File: src/verilog/agt_params.svh
// constants for the right agc timing and adc path register bank
// Function
// - attack select clear uses legacy attack source
// - baseline attack codes give 7/8/10/11 ms
// - attack multiplier is two to the code
// - decay select clear uses legacy decay source
// - baseline decay codes give 50/150/250/350 ms
// - decay multiplier is two to the code
// - decay time capped by decimation ratio
// - left hpf coefficient select bit seven
// - right hpf coefficient select bit six
// - effects filter on adc only dacs down
// - bus error detector enabled while bit clear
// - bus error status set, cleared on read
`ifndef AGT_PARAMS_SVH
`define AGT_PARAMS_SVH
// ==========================================================
// register offsets
`define AGT_OFS_ATTACK 8'h69
`define AGT_OFS_DECAY 8'h6a
`define AGT_OFS_PATH 8'h6b
// ==========================================================
// field positions
`define AGT_SEL_BIT 7
`define AGT_BASE_HI 6
`define AGT_BASE_LO 5
`define AGT_MUL_HI 4
`define AGT_MUL_LO 2
`define AGT_HPF_LEFT_BIT 7
`define AGT_HPF_RIGHT_BIT 6
`define AGT_FX_PATH_BIT 3
`define AGT_BUS_DET_OFF_BIT 2
`define AGT_BUS_ERR_BIT 0
// ==========================================================
// reset values and writable masks
`define AGT_RST_VAL 8'h00
`define AGT_TIME_WMASK 8'hfc
`define AGT_PATH_WMASK 8'hcc
// ==========================================================
// times in milliseconds
`define AGT_ATK_MS0 16'd7
`define AGT_ATK_MS1 16'd8
`define AGT_ATK_MS2 16'd10
`define AGT_ATK_MS3 16'd11
`define AGT_DCY_MS0 16'd50
`define AGT_DCY_MS1 16'd150
`define AGT_DCY_MS2 16'd250
`define AGT_DCY_MS3 16'd350
// decay caps in ms indexed by ratio in half steps (code 0 = ratio 1)
`define AGT_CAP_R10 24'd4000
`define AGT_CAP_R15 24'd5600
`define AGT_CAP_R20 24'd8000
`define AGT_CAP_R25 24'd9600
`define AGT_CAP_R35 24'd11200
`define AGT_CAP_R45 24'd16000
`define AGT_CAP_R50 24'd19200
`define AGT_CAP_R60 24'd22400
`endif

File: src/verilog/agt_pkg.sv
// types for the right agc timing and adc path register bank
package agt_pkg;
	// register bus access state, gray coded
	typedef enum logic [1:0] {
		AGT_IDLE = 2'b00,
		AGT_WRITE = 2'b01,
		AGT_READ = 2'b11
	} agt_acc_e;
	typedef logic [7:0] agt_byte_t;
	typedef logic [23:0] agt_ms_t;
endpackage

File: src/verilog/agt_regs.sv
// right agc timing and adc path register bank on the byte register port
`timescale 1ns/1ns
`include "agt_params.svh"
module agt_regs import agt_pkg::*; (
	input wire logic clk,
	input wire logic sys_rst,
	// register port from the control-bus slave, one-cycle strobes
	input wire logic reg_wr,
	input wire logic reg_rd,
	input wire agt_byte_t reg_addr,
	input wire agt_byte_t reg_wdata,
	output agt_byte_t reg_rdata,
	output logic reg_ack,
	// legacy times from the older right agc register, in ms
	input wire agt_ms_t legacy_attack_ms,
	input wire agt_ms_t legacy_decay_ms,
	// decimation ratio in half steps: 0 = 1.0 ... 10 = 6.0
	input wire logic [3:0] adc_decimation_ratio,
	// control-bus error event from the bus slave
	input wire logic bus_err_event,
	input wire logic dacs_powered_down,
	input wire logic hpf_enable,
	// outputs to the agc, record path and bus slave
	output agt_ms_t attack_ms,
	output agt_ms_t decay_ms,
	output logic attack_prog,
	output logic decay_prog,
	output logic hpf_left_prog,
	output logic hpf_right_prog,
	output logic fx_on_adc,
	output logic bus_det_en,
	output logic bus_err_clear,
	output logic bus_err_status
);
	// ==========================================================
	// storage
	agt_byte_t attack_q; // attack time register
	agt_byte_t decay_q; // decay time register
	agt_byte_t path_q; // writable path bits
	logic err_q; // sticky bus error status
	agt_acc_e acc_q; // last access kind
	agt_acc_e acc_d;
	// ==========================================================
	// address decode
	wire hit_atk = reg_addr == `AGT_OFS_ATTACK;
	wire hit_dcy = reg_addr == `AGT_OFS_DECAY;
	wire hit_path = reg_addr == `AGT_OFS_PATH;
	// a read of the path register clears the status
	wire path_read = reg_rd && hit_path;
	// detection only while the disable bit is clear
	wire det_on = !path_q[`AGT_BUS_DET_OFF_BIT];
	wire err_set = det_on && bus_err_event;
	// reserved bits are masked so stray ones never reach logic
	wire agt_byte_t wmask_time = `AGT_TIME_WMASK;
	wire agt_byte_t wmask_path = `AGT_PATH_WMASK;
	// read mux, unmapped addresses read zero
	wire agt_byte_t rd_mux = hit_atk ? attack_q :
		hit_dcy ? decay_q :
		hit_path ? (path_q | {7'h00, err_q}) : 8'h00;
	assign acc_d = reg_wr ? AGT_WRITE : reg_rd ? AGT_READ : AGT_IDLE;
	// ==========================================================
	// register writes; host must write reserved bits zero, we mask anyway
	always_ff @(posedge clk) begin
		if (sys_rst) begin
			attack_q <= `AGT_RST_VAL;
			decay_q <= `AGT_RST_VAL;
			path_q <= `AGT_RST_VAL;
		end else if (reg_wr) begin
			if (hit_atk) attack_q <= reg_wdata & wmask_time;
			if (hit_dcy) decay_q <= reg_wdata & wmask_time;
			if (hit_path) path_q <= reg_wdata & wmask_path;
		end
	end
	// sticky status, set beats read clear
	always_ff @(posedge clk) begin
		if (sys_rst) begin
			err_q <= 1'b0;
		end else if (err_set) begin
			err_q <= 1'b1;
		end else if (path_read) begin
			err_q <= 1'b0;
		end
	end
	// read data is registered, ack one cycle after the strobe
	always_ff @(posedge clk) begin
		if (sys_rst) begin
			reg_rdata <= 8'h00;
			acc_q <= AGT_IDLE;
		end else begin
			reg_rdata <= reg_rd ? rd_mux : reg_rdata;
			acc_q <= acc_d;
		end
	end
	assign reg_ack = acc_q != AGT_IDLE;
	// ==========================================================
	// decay cap per decimation ratio
	agt_ms_t cap_ms;
	always_comb begin
		case (adc_decimation_ratio)
			4'd0: cap_ms = `AGT_CAP_R10;
			4'd1: cap_ms = `AGT_CAP_R15;
			4'd2: cap_ms = `AGT_CAP_R20;
			4'd3: cap_ms = `AGT_CAP_R25;
			4'd4, 4'd5: cap_ms = `AGT_CAP_R35;
			4'd6, 4'd7: cap_ms = `AGT_CAP_R45;
			4'd8: cap_ms = `AGT_CAP_R50;
			default: cap_ms = `AGT_CAP_R60;
		endcase
	end
	// ==========================================================
	// timing channels, attack cap is unused
	agt_time_sel #(.IS_DECAY(1'b0)) u_attack (
		.clk(clk),
		.sys_rst(sys_rst),
		.reg_val(attack_q),
		.legacy_ms(legacy_attack_ms),
		.cap_ms(cap_ms),
		.time_ms(attack_ms),
		.use_prog(attack_prog)
	);
	agt_time_sel #(.IS_DECAY(1'b1)) u_decay (
		.clk(clk),
		.sys_rst(sys_rst),
		.reg_val(decay_q),
		.legacy_ms(legacy_decay_ms),
		.cap_ms(cap_ms),
		.time_ms(decay_ms),
		.use_prog(decay_prog)
	);
	// ==========================================================
	// programmable hpf coefficients only while hpf is on
	assign hpf_left_prog = hpf_enable && path_q[`AGT_HPF_LEFT_BIT];
	assign hpf_right_prog = hpf_enable && path_q[`AGT_HPF_RIGHT_BIT];
	// effects filter joins the adc only with both dacs down
	assign fx_on_adc = path_q[`AGT_FX_PATH_BIT] && dacs_powered_down;
	// recovery pulse to the bus slave on each detected error
	assign bus_det_en = det_on;
	assign bus_err_clear = err_set;
	assign bus_err_status = err_q;
	// ==========================================================
	// checks
	// detected error raises status
	err_set_a: assert property (@(posedge clk) disable iff (sys_rst)
		err_set |=> err_q)
		else $error("bus error status not set");
	// read without new error clears status
	err_clr_a: assert property (@(posedge clk) disable iff (sys_rst)
		path_read && !err_set |=> !err_q)
		else $error("status not cleared by read");
	det_off_a: assert property (@(posedge clk) disable iff (sys_rst)
		!det_on && !err_q |=> !err_q)
		else $error("status set while detector off");
	// effects path blocked while a dac is up
	fx_gate_a: assert property (@(posedge clk) disable iff (sys_rst)
		!dacs_powered_down |-> !fx_on_adc)
		else $error("effects filter on with dac up");
	// left coefficient select follows bit seven
	hpf_left_a: assert property (@(posedge clk) disable iff (sys_rst)
		reg_wr && hit_path && hpf_enable ##1 hpf_enable |-> hpf_left_prog == $past(reg_wdata[7]))
		else $error("left hpf select wrong");
	// right coefficient select follows bit six
	hpf_right_a: assert property (@(posedge clk) disable iff (sys_rst)
		reg_wr && hit_path ##1 hpf_enable |-> hpf_right_prog == $past(reg_wdata[6]))
		else $error("right hpf select wrong");
	rsvd_zero_a: assert property (@(posedge clk) disable iff (sys_rst)
		attack_q[1:0] == 2'b00 && decay_q[1:0] == 2'b00 && path_q[5:4] == 2'b00)
		else $error("reserved bits stored");
	// decay select bit drives the source flag
	dcy_src_a: assert property (@(posedge clk) disable iff (sys_rst)
		reg_wr && hit_dcy |=> ##1 decay_prog == $past(reg_wdata[7], 2))
		else $error("decay source flag wrong");
	cap_one_a: assert property (@(posedge clk) disable iff (sys_rst)
		adc_decimation_ratio == 4'd0 ##1 adc_decimation_ratio == 4'd0 |-> decay_ms <= `AGT_CAP_R10)
		else $error("decay cap at ratio one exceeded");
	// ==========================================================
	// readback, source and path checks
	// the port has no wait states, so every strobe must be answered next edge;
	// a slave that stretched its strobe would see a second access, which for the
	// path register would clear a freshly raised status twice
	// read answered next edge
	ack_follow_a: assert property (@(posedge clk) disable iff (sys_rst)
		reg_rd |=> reg_ack)
		else $error("read not acknowledged");
	err_read_a: assert property (@(posedge clk) disable iff (sys_rst)
		reg_rd && hit_path |=> reg_rdata[0] == $past(err_q))
		else $error("status bit not returned on read");
	err_hold_a: assert property (@(posedge clk) disable iff (sys_rst)
		err_q && !path_read |=> err_q)
		else $error("status lost without a read");
	path_rsvd_a: assert property (@(posedge clk) disable iff (sys_rst)
		reg_rd && hit_path |=> reg_rdata[5:4] == 2'b00 && !reg_rdata[1])
		else $error("path reserved bits read nonzero");
	time_rsvd_a: assert property (@(posedge clk) disable iff (sys_rst)
		reg_rd && (hit_atk || hit_dcy) |=> reg_rdata[1:0] == 2'b00)
		else $error("time reserved bits read nonzero");
	atk_src_a: assert property (@(posedge clk) disable iff (sys_rst)
		reg_wr && hit_atk |=> ##1 attack_prog == $past(reg_wdata[7], 2))
		else $error("attack source flag wrong");
	fx_write_a: assert property (@(posedge clk) disable iff (sys_rst)
		reg_wr && hit_path ##1 dacs_powered_down |-> fx_on_adc == $past(reg_wdata[3]))
		else $error("effects path select wrong");
	det_write_a: assert property (@(posedge clk) disable iff (sys_rst)
		reg_wr && hit_path |=> bus_det_en == !$past(reg_wdata[2]))
		else $error("detector enable wrong");
	cap_top_a: assert property (@(posedge clk) disable iff (sys_rst)
		adc_decimation_ratio >= 4'd9 ##1 adc_decimation_ratio >= 4'd9 |-> decay_ms <= `AGT_CAP_R60)
		else $error("decay cap at top ratio exceeded");
	wr_cov: cover property (@(posedge clk) reg_wr && hit_atk);
	rd_err_cov: cover property (@(posedge clk) path_read && err_q);
	err_cov: cover property (@(posedge clk) err_set ##1 path_read);
	fx_cov: cover property (@(posedge clk) fx_on_adc);
	race_cov: cover property (@(posedge clk) err_set && path_read);
endmodule // agt_regs

File: src/verilog/agt_time_sel.sv
// one timing channel: legacy or baseline times power-of-two factor
`timescale 1ns/1ns
`include "agt_params.svh"
module agt_time_sel import agt_pkg::*; #(
	parameter bit IS_DECAY = 1'b0
) (
	input wire logic clk,
	input wire logic sys_rst,
	input wire agt_byte_t reg_val,
	input wire agt_ms_t legacy_ms,
	input wire agt_ms_t cap_ms,
	output agt_ms_t time_ms,
	output logic use_prog
);
	// ==========================================================
	// field decode
	wire [1:0] base_code = reg_val[`AGT_BASE_HI:`AGT_BASE_LO];
	wire [2:0] mul_code = reg_val[`AGT_MUL_HI:`AGT_MUL_LO];
	wire sel = reg_val[`AGT_SEL_BIT];
	logic [15:0] base_ms;
	always_comb begin
		case (base_code)
			2'b00: base_ms = IS_DECAY ? `AGT_DCY_MS0 : `AGT_ATK_MS0;
			2'b01: base_ms = IS_DECAY ? `AGT_DCY_MS1 : `AGT_ATK_MS1;
			2'b10: base_ms = IS_DECAY ? `AGT_DCY_MS2 : `AGT_ATK_MS2;
			default: base_ms = IS_DECAY ? `AGT_DCY_MS3 : `AGT_ATK_MS3;
		endcase
	end
	// baseline scaled by shifting, widest is 350*128
	wire agt_ms_t prog_ms = agt_ms_t'({8'h00, base_ms} << mul_code);
	wire agt_ms_t raw_ms = sel ? prog_ms : legacy_ms;
	// cap only matters for decay; attack passes through uncapped
	wire agt_ms_t lim_ms = (IS_DECAY && raw_ms > cap_ms) ? cap_ms : raw_ms;
	// registered so the agc sees a glitch-free value
	always_ff @(posedge clk) begin
		if (sys_rst) begin
			time_ms <= '0;
			use_prog <= 1'b0;
		end else begin
			time_ms <= lim_ms;
			use_prog <= sel;
		end
	end
	// programmable attack result matches baseline times factor
	prog_val_a: assert property (@(posedge clk) disable iff (sys_rst)
		sel && !IS_DECAY |=> time_ms == agt_ms_t'($past(base_ms)) << $past(mul_code))
		else $error("programmable attack time wrong");
	// legacy attack time passes through when select is clear
	legacy_val_a: assert property (@(posedge clk) disable iff (sys_rst)
		!sel && !IS_DECAY |=> time_ms == $past(legacy_ms))
		else $error("legacy time not used");
	decay_cap_a: assert property (@(posedge clk) disable iff (sys_rst)
		IS_DECAY |=> time_ms <= $past(cap_ms))
		else $error("decay time above cap");
endmodule // agt_time_sel

File: config.mk
export PLATFORM = sky130hd
export DESIGN_NAME = agt_regs
export DESIGN_NICKNAME = d
export VERILOG_FILES = /design/src/verilog/agt_pkg.sv /design/src/verilog/agt_regs.sv /design/src/verilog/agt_time_sel.sv
export VERILOG_INCLUDE_DIRS = /design/src /design/src/verilog
export SDC_FILE = /design/constraint.sdc
export NUM_CORES = 1
export LEC_CHECK = 0
export BUFFER_PORTS_ARGS = -buffer_cell sky130_fd_sc_hd__buf_2
export CAP_MARGIN = 20
export CELL_PAD_IN_SITES_DETAIL_PLACEMENT = 0
export CELL_PAD_IN_SITES_GLOBAL_PLACEMENT = 1
export CORE_MARGIN = 2
export CORE_UTILIZATION = 29
export DETAILED_ROUTE_END_ITERATION = 7
export GPL_TIMING_DRIVEN = 0
export HOLD_SLACK_MARGIN = 0.03
export PLACE_DENSITY_LB_ADDON = 0.1
export SETUP_SLACK_MARGIN = 0.02
export SYNTH_ARGS = -nofsm -noshare
export SYNTH_HDL_FRONTEND = slang
export SYNTH_HIERARCHICAL = 1
export SYNTH_SLANG_ARGS = --single-unit
export TNS_END_PERCENT = 10
File: constraint.sdc
create_clock -name clk -period 3.1 [get_ports clk]
set_input_delay 0.155 -clock clk [delete_from_list [all_inputs] [get_ports clk]]
set_output_delay 0.155 -clock clk [all_outputs]
set_load 0.01 [all_outputs]
==> flow_summary.ini, run 1 <==
[grt]
globalRoute.totalOverflow = 0
antenna_found_initial = 0
grt_max_degree = 14
grt_pass1_vias = 4323
grt_pass1_wl_um = 21830
grtUsageTotal_pct = 15.82

[min_path]
worstHoldPathCells = 3
min_delay_worst_endpoint = u_attack/time_ms[9]
min_path_type = input port to flip-flop
hold_start = legacy_attack_ms[9]

[critical_path]
cp.arrival_ps = 3690
critPathTopFamily = compound AO/OA/AOI/OAI gates
path_cells = inv_4, ha_4, nor2_2, or3_4, a31o_1, a21oi_2, ha_1, and2_4, a221o_1, a222oi_1, a31oi_4, buf_4, mux2_2
worstRegToRegCells = 13
worst-path-buf-inv = 2
critPathLaunchType = flip-flop
cp_max_fo = 7
crit_path_end_kind = flip-flop
cp_num_cells = 13
reg2reg_setup_slack_ps = -300
worst-setup-path-type = flip-flop to flip-flop
cp_slowest_cell = a222oi_1
reg2reg_to = u_decay/time_ms[15]
slowest_delay_ps = 460
worst_ep_required_time_ps = 3390
reg2reg_from = decay_q[5]

[synthesis]
yosysWarnings = 6
netlist_area_um2 = 4689
synth_seq_area_share_pct = 32.44
synth.largest_area_cell = dfxtp_1
syn-instance-count = 539
synth_area_leaders = dfxtp_1 32%, nand2b_1 10%, ha_1 9.3%
async_flop_share_pct = 0
synth-simple-area-share_pct = 27.69
synth-edff-count = 0
synth_top_area_share_pct = 32.44
synth-adder-area-share_pct = 9.338
synthXorXnorAreaFrac_pct = 0
synth-seq-cells = 76
synth_ff_type = dfxtp_1
synth_compound_area_share_pct = 13.23
ys_types = 66
synth_top_family_by_area = simple AND/OR/NAND/NOR gates
synthMuxAreaShare_pct = 9.899
avgSynthCellArea_um2 = 8.700

[clock_network]
cts_root_buffer = clkbuf_16
cts_buffer_depth = 2
cts_tree = built
cts_buffers = 9
path_clk_slew_ps = 60
numClockSinks = 76
clock_latency_ps = 340
cts_htree_levels = 3

[drt]
wirelength_um = 13370
first_pass_iters = 4
drt_iter0_markers = 119
routedWlPerCell_um = 14.03
vias_per_cell = 4.425
ant_nets = 0
highest_layer = met4
wl_met2_um = 6576
num_vias = 4217
drc_errors = 0
dr_wl_met3_um = 479
met1_length_um = 6071

[pwr]
pwr_density_cell_nw_per_um2 = 402.6
ir_drop_mv = 0.2568
p_leak_uw = 0.003052
finalPower_uw = 2546

[final_layout]
num_antenna_cells = 0
layout.nets = 842
fin_util_pct = 39.94
syn_to_final_growth_pct = 34.82
final_common_cell = buf_2
drive_above_1_share_pct = 29.72
layout_common_cells = 142 x buf_2, 77 x nand2b_1, 73 x dfxtp_1, 42 x inv_1, 42 x mux2i_1

[floorplan]
die_x_um = 131.2
io_pins = 140
die_y_um = 131.2
core_area_um2 = 15830
std_cell_rows = 46
initial_core_util_pct = 29.63
die_area_um2 = 17200

[timing]
slew_violations = 0
hold_violations = 0
fmax_mhz = 294.0
period_needed_ps = 3401
final.setup_skew_ps = 4.439
rsz0062_at_grt = yes
setup_ws_ps = -301.2
setup_viol = 24
hold_slack_ps = 66.29
fin_crit_sh_pct = 109.7

[placement]
place.gp.congestion = 0.8331
port_buffers = 134
pre_cts_ws_ps = -645.5
hpwlAfterDp_um = 10320

[flow_run]
cap_violations = 0

[outcome]
violations = negative setup slack
status = finished with violations
-- cell families (layout without fill, tap and decap cells) --
logic type	after synthesis	after routing
other	1	28
DFF	76	76
adders and majority gates	35	35
and+or+nand+nor	217	217
buffers and inverters	76	247
AOI/OAI and AO/OA	89	89
muxes	45	45
-- Yosys cell counts, types with 7 or more instances --
cell / number
a21oi_1: 30
and2_1: 17
buf_2: 7
clkbuf_1: 18
dfxtp_1: 76
ha_1: 35
inv_1: 44
mux2i_1: 43
nand2_1: 20
nand2b_1: 77
nand3_1: 11
nand4_1: 7
nor2_1: 25
nor2b_1: 18
nor3_1: 8
o21ai_0: 11
-- worst max-delay path by stage --
stage                from                   to
6_report       decay_q[5]  u_decay/time_ms[15]
3_5_place_dp   decay_q[7]  u_decay/time_ms[15]
4_1_cts        decay_q[5]   u_decay/time_ms[8]
5_1_grt        decay_q[5]   u_decay/time_ms[6]
3_3_place_gp   decay_q[7]  u_decay/time_ms[15]
2_1_floorplan  decay_q[5]  u_decay/time_ms[10]
-- layout make-up --
class,instances,area (um2)
repair buffers,155,864.6
flip-flops and latches,76,1530
plain buffers,32,195.2
well taps,216,270.3
clock inverters,4,30.03
fillers,1687,9505
multi-input cells,414,2994
inverters,44,170.2
clock buffers,12,267.8
-- power breakdown --
group          leakage [uW]  switching, uW  total, uW  internal, uW
clock              0.000144            447       1060           617
combinational       0.00228            225        442           217
sequential         0.000629           12.0       1040          1030
-- tightest hold or removal path: stages --
cell and delay (ps):
buf_2 100, nand2b_1 60, a21oi_1 50
-- what timing repair did --
item,CTS,global route
buffers inserted,6,2
setup endpoints to repair,24,24
endpoints found under the hold margin,13,0
hold buffers,13,0
gates resized for setup,11,10
pin swaps,3,2
-- registers in the layout, summed over array words and instances (netlist names) --
signal             count
u_attack/time_ms      24
u_decay/time_ms       24
reg_rdata              7
attack_q               6
decay_q                6
path_q                 4
acc_q                  2
bus_err_status         1
u_attack/use_prog      1
u_decay/use_prog       1
-- per-stage QoR --
step / TNS, ps / instances / area, um2
finish: -6315 / 953 / 6322
global route: -9406 / 953 / 6322
global placement: -13890 / 916 / 5774
CTS: -5535 / 951 / 6271
floorplan: -536.3 / 566 / 4833
detailed placement: -13690 / 916 / 5774
-- routing by layer --
layer  track usage (%)  up-vias
li1                  -     2204
met1             18.86     1909
met2             28.16       89
met3             2.816       15
met4             6.220        0
met5                 0        -
(Power assumes the default switching activity.)
==> run 2: changes to the inputs <==
BUFFER_PORTS_ARGS = unset   (was -buffer_cell sky130_fd_sc_hd__buf_2)
DONT_BUFFER_PORTS = 1   (was unset)
==> run 2 against run 1 <==
Against the previous run:
- the run still ends with negative setup slack left
- clock power about the same
- combinational power down 15%
- first-iteration DRC count up 5.9%
- register-to-register slack better by 20 ps
- sequential cell count unchanged
- final area down 5.3%
- highest routed layer unchanged
==> flow_summary.ini, run 2 (synthesized netlist as in run 1, its figures left out) <==
[outcome]
status = finished with violations
violations = negative setup slack

[timing]
hold_violations = 0
slew_headroom_pct = 64.77
rsz0062_at_grt = yes
period_needed_ps = 3381
final.setup_skew_ps = 8.043
setup_viol = 24
fin_crit_sh_pct = 109.1
setup_ws_ps = -280.9
slew_violations = 0
worst_slew_pin_slew_ps = 528.4
setup_tns_ps = -6096
fmax_mhz = 295.8

[clock_network]
numClockSinks = 76
cts_buffer_depth = 2
cts_htree_levels = 3
clock_latency_ps = 350
cts_root_buffer = clkbuf_16
path_clk_slew_ps = 60
cts_buffers = 9
cts_tree = built

[critical_path]
reg2reg_to = u_decay/time_ms[8]
worstRegToRegCells = 14
worst-setup-path-type = flip-flop to flip-flop
worst_ep_required_time_ps = 3340
cp.arrival_ps = 3620
cp_max_fo = 6
reg2reg_setup_slack_ps = -280
critPathLaunchType = flip-flop
reg2reg_from = decay_q[6]
crit_path_end_kind = flip-flop

[drt]
wirelength_um = 13570
met1_length_um = 6004
drc_errors = 0
wl_met2_um = 6635
highest_layer = met4
ant_nets = 0
routedWlPerCell_um = 16.08
dr_wl_met3_um = 656
drt_iter0_markers = 126
num_vias = 3897
first_pass_iters = 4
vias_per_cell = 4.617

[floorplan]
core_area_um2 = 15830
die_x_um = 131.2
die_y_um = 131.2
io_pins = 140
initial_core_util_pct = 29.63
std_cell_rows = 46
die_area_um2 = 17200

[grt]
grtUsageTotal_pct = 15.97
grt_pass1_vias = 3844
grt_max_degree = 14
antenna_found_initial = 0
grt_pass1_wl_um = 21300
globalRoute.totalOverflow = 0

[flow_run]
cap_violations = 0

[final_layout]
instances_no_fill = 844
syn_to_final_growth_pct = 27.61
top_regs = u_attack/time_ms (24), u_decay/time_ms (24), reg_rdata (7)
num_antenna_cells = 0
layout.nets = 733
layout_common_cells = 77 x nand2b_1, 73 x dfxtp_1, 42 x inv_1, 41 x mux2i_1, 32 x ha_1
final_common_cell = nand2b_1
drive_above_1_share_pct = 15.29
fin_area_um2 = 5984

[placement]
place.gp.congestion = 0.8080
hpwlAfterDp_um = 10030
port_buffers = 0
placed_cells = 782
dpl_cell_area_um2 = 5104

[min_path]
worstHoldPathCells = 2
min_path_type = input port to flip-flop
min_delay_worst_endpoint = decay_q[2]
hold_start = reg_wdata[2]

[pwr]
finalPower_uw = 2509
ir_drop_mv = 0.2522
pwr_density_cell_nw_per_um2 = 419.2
p_leak_uw = 0.002613
-- run 2: cell types whose count changed in the layout (fill, tap and decap cells not counted), sizes merged --
cell         delta
inv             +2
clkinvlp        -1
bufbuf          +1
clkinv          -1
dlygate4sd3    +16
buf           -126
-- run 2: how the worst max path moves through the flow --
stage                           from             endpoint  slack, ps  depth (start not counted)
after floorplan           decay_q[5]  u_decay/time_ms[10]        -50                         13
after global placement    decay_q[7]  u_decay/time_ms[15]       -690                         10
after detailed placement  decay_q[7]  u_decay/time_ms[15]       -730                         10
after CTS                 decay_q[6]   u_decay/time_ms[2]       -290                         14
after global routing      decay_q[6]   u_decay/time_ms[4]       -430                         14
final                     decay_q[6]   u_decay/time_ms[8]       -280                         14
-- run 2: power breakdown --
| group | internal, uW | total (uW) | switching (uW) |
|---|---|---|---|
| registers | 1030 | 1080 | 48.7 |
| clock network | 613 | 1060 | 444 |
| logic | 200 | 374 | 173 |
-- run 2: repair_timing --
action / in CTS / in global routing
endpoints found under the hold margin: 37 / 0
endpoints found under the setup margin: 24 / 24
gates resized for setup: 20 / 9
pin swaps: 9 / 10
hold buffers: 29 / 0
cloned: 2 / 0
buffers inserted: 12 / 3
-- run 2: cell type report --
type | instances | area, um2
buffer | 32 | 202.7
clock buffer | 12 | 266.5
clock inverter | 4 | 28.78
fill | 1662 | 9843
inverter | 44 | 170.2
multi-input combinational | 414 | 3033
sequential | 76 | 1530
tap | 216 | 270.3
timing repair buffer | 46 | 483.0
-- run 2: through the flow --
stage	hold WS, ps	util (%)	setup slack (ps)
6_report	53.03	37.81	-280.9
5_1_grt	51.26	37.81	-426.2
4_1_cts	38.62	37.30	-289.9
3_5_place_dp	233.3	32.25	-725.3
3_3_place_gp	231.1	32.25	-688.7
2_1_floorplan	226.6	-	-47.98
-- run 2: critical path, cell delays in order (launching register included) --
cell and delay, ps:
dfxtp_4 420, inv_4 60, ha_4 260, nor2_2 40, or3_4 330, a31o_1 240
a21oi_2 150, ha_1 260, and2_4 150, a221o_1 310, a222oi_1 440, a31oi_4 170
buf_12 190, buf_6 110, mux2i_2 140
-- run 2: layer usage --
layer,vias up,track usage (%)
met3,18,4.784
met5,-,0
li1,1991,-
met4,0,5.556
met2,103,27.37
met1,1785,18.99
==> run 3: changes to the inputs <==
SYNTH_HIERARCHICAL = unset   (was 1)
==> run 3 against run 2 <==
Against the previous run:
- synthesized cell count is 22% lower
- count of clock-buffer cells in the layout is 3 lower
- die area is 20% lower
- combinational power is 52% lower
- critical path depth is 1 lower
- largest cell class unchanged
- highest routed layer unchanged
- area after synthesis is 21% lower
- power is 4.0% lower
- worst hold slack better by 2.3 ps
- routed wire length is 16% lower
- sequential power is 4% lower
- sequential share of layout area is 5.5 points higher
- the flow now finishes without violations
==> flow_summary.ini, run 3 <==
[clock_network]
cts_buffer_depth = 2
path_clk_slew_ps = 60
clock_latency_ps = 340
cts_htree_levels = 3
numClockSinks = 76
cts_buffers = 9
cts_root_buffer = clkbuf_16
cts_tree = built

[timing]
rsz0062_at_grt = yes
fmax_mhz = 324.5
setup_viol = 0
hold_violations = 0
setup_tns_ps = 0
fin_crit_sh_pct = 99.40
slew_violations = 0
worst_slew_pin_slew_ps = 584.5
final.setup_skew_ps = 9.448
slew_headroom_pct = 61.03
period_needed_ps = 3081

[final_layout]
final_common_cell = dfxtp_1
instances_no_fill = 671
layout.nets = 588
top_regs = u_attack.time_ms (24), u_decay.time_ms (24), reg_rdata (7)
drive_above_1_share_pct = 14.63
layout_common_cells = 74 x dfxtp_1, 44 x nor2_1, 35 x dlygate4sd3_1, 29 x mux2i_1, 27 x a21oi_1
nFillCells = 1294
multiInputGateArea_um2 = 2150
register_area_um2 = 1529
num_antenna_cells = 0
syn_to_final_growth_pct = 32.05

[min_path]
min_path_type = input port to flip-flop

[drt]
wirelength_um = 11330
ant_nets = 0
vias_per_cell = 4.812
num_vias = 3229
first_pass_iters = 4
routedWlPerCell_um = 16.89
drt_iter0_markers = 88
drc_errors = 0

[grt]
grt_pass1_vias = 3196
grtUsageTotal_pct = 16.32
grt_pass1_wl_um = 17500
globalRoute.totalOverflow = 0
antenna_found_initial = 0
grt_max_degree = 14

[critical_path]
worst_ep_required_time_ps = 3330
cp.arrival_ps = 3310
critPathLaunchType = flip-flop
cp_max_fo = 7
worst-setup-path-type = flip-flop to flip-flop
crit_path_end_kind = flip-flop

[synthesis]
synth-edff-count = 0
synth_common_cells = 76 x dfxtp_1, 46 x nor2_1, 31 x mux2i_1
synth-seq-cells = 76
synth-simple-area-share_pct = 23.04
yosysMostFrequentCell = dfxtp_1
syn-instance-count = 421
async_flop_share_pct = 0
synth_ff_type = dfxtp_1
yosysWarnings = 0
synth_seq_area_share_pct = 40.85
synth-adder-area-share_pct = 6.046
synth_area_leaders = dfxtp_1 41%, mux2i_1 8.3%, ha_1 6.0%
netlist_area_um2 = 3725
synth_top_family_by_area = simple AND/OR/NAND/NOR gates
ys_types = 55
synthXorXnorAreaFrac_pct = 0
avgSynthCellArea_um2 = 8.848
synth.largest_area_cell = dfxtp_1
synth_top_area_share_pct = 40.85
synthMuxAreaShare_pct = 10.04
synth_compound_area_share_pct = 15.15

[placement]
placed_cells = 602
place.gp.congestion = 0.7986
port_buffers = 0
hpwlAfterDp_um = 8230

[pwr]
p_leak_uw = 0.001999
pwr_density_cell_nw_per_um2 = 489.6
pwr-share-clk_pct = 49.4
pwr-share-seq_pct = 43.2
intPower_uw = 1880
netSwitchingFraction_pct = 21.91
p_sw_uw = 527.5
ir_drop_mv = 0.2536
combPwrFrac_pct = 7.5

[floorplan]
io_pins = 140
die_area_um2 = 13770
die_y_um = 117.3
initial_core_util_pct = 29.64
die_x_um = 117.3
core_area_um2 = 12570
std_cell_rows = 41

[outcome]
status = finished clean

[flow_run]
cap_violations = 0
[run 3: final timing paths]
| path | startpoint | to | slack (ps) | depth (start not counted) |
|---|---|---|---|---|
| setup reg to reg | decay_q[5] | u_decay.time_ms[6] | 20 | 13 |
| setup / recovery | decay_q[5] | u_decay.time_ms[6] | 20 | 13 |
| hold / removal | legacy_decay_ms[3] | u_decay.time_ms[3] | 60 | 2 |
| hold reg to reg | reg_rdata[3] | reg_rdata[3] | 510 | 2 |
[run 3: power groups by stage]
stage / combinational (uW) / sequential [uW] / clock [uW]
after floorplan: 103 / 1060 / 0
after global placement: 131 / 1060 / 0
after detailed placement: 133 / 1060 / 0
after CTS: 177 / 1040 / 1220
after global routing: 202 / 1040 / 1260
final: 180 / 1040 / 1190
[run 3: layer usage]
metal	track usage [%]	part of all wire, %	wire (um)
met5	0	0	0
met4	7.605	2.6	298
met3	4.718	5.5	619
met2	27.70	48	5463
met1	18.93	44	4952
[run 3: stage by stage]
| step | utilization (%) | hold slack, ps | power [uW] | instance area [um2] | setup slack, ps |
|---|---|---|---|---|---|
| detailed placement | 31.62 | 237.3 | 1196 | 3974 | -308.1 |
| global placement | 31.62 | 236.7 | 1195 | 3974 | -286.5 |
| global route | 39.13 | 64.19 | 2499 | 4918 | -96.25 |
| finish | 39.13 | 55.29 | 2408 | 4918 | 18.54 |
| CTS | 38.26 | 45.11 | 2436 | 4808 | 19.30 |
| floorplan | - | 230.8 | 1161 | 3759 | 140.0 |
[run 3: cell families after synthesis]
kind of cell             after synthesis
flip-flops                            76
adder cells (fa/ha/maj)               18
AO/OA/AOI/OAI                         84
buffers and inverters                 43
multiplexers                          36
other                                  1
AND/OR/NAND/NOR                      163
[run 3: final cells by class]
class / instances / area share [%]
Buffer: 30 / 2.824
Timing Repair Buffer: 54 / 10.10
Clock buffer: 9 / 4.579
Clock inverter: 6 / 2.289
Tap cell: 172 / 4.375
Inverter: 13 / 1.043
Multi-Input combinational cell: 311 / 43.70
Sequential cell: 76 / 31.09
[run 3: critical path, stage by stage, from the launching register on]
cell	delay [ps]
dfxtp_4	400
inv_4	50
ha_4	160
or4b_4	530
a21boi_4	160
nand2_2	110
a31oi_4	90
ha_1	290
nand4_1	160
a211o_2	340
o211ai_1	150
a21oi_2	100
buf_6	150
mux2_4	290
[run 3: repair_timing]
item	CTS	global route
pin swaps	3	9
hold buffers	35	0
endpoints found under the hold margin	52	0
resized for setup	10	23
setup buffers	15	4
setup endpoints to repair	14	14
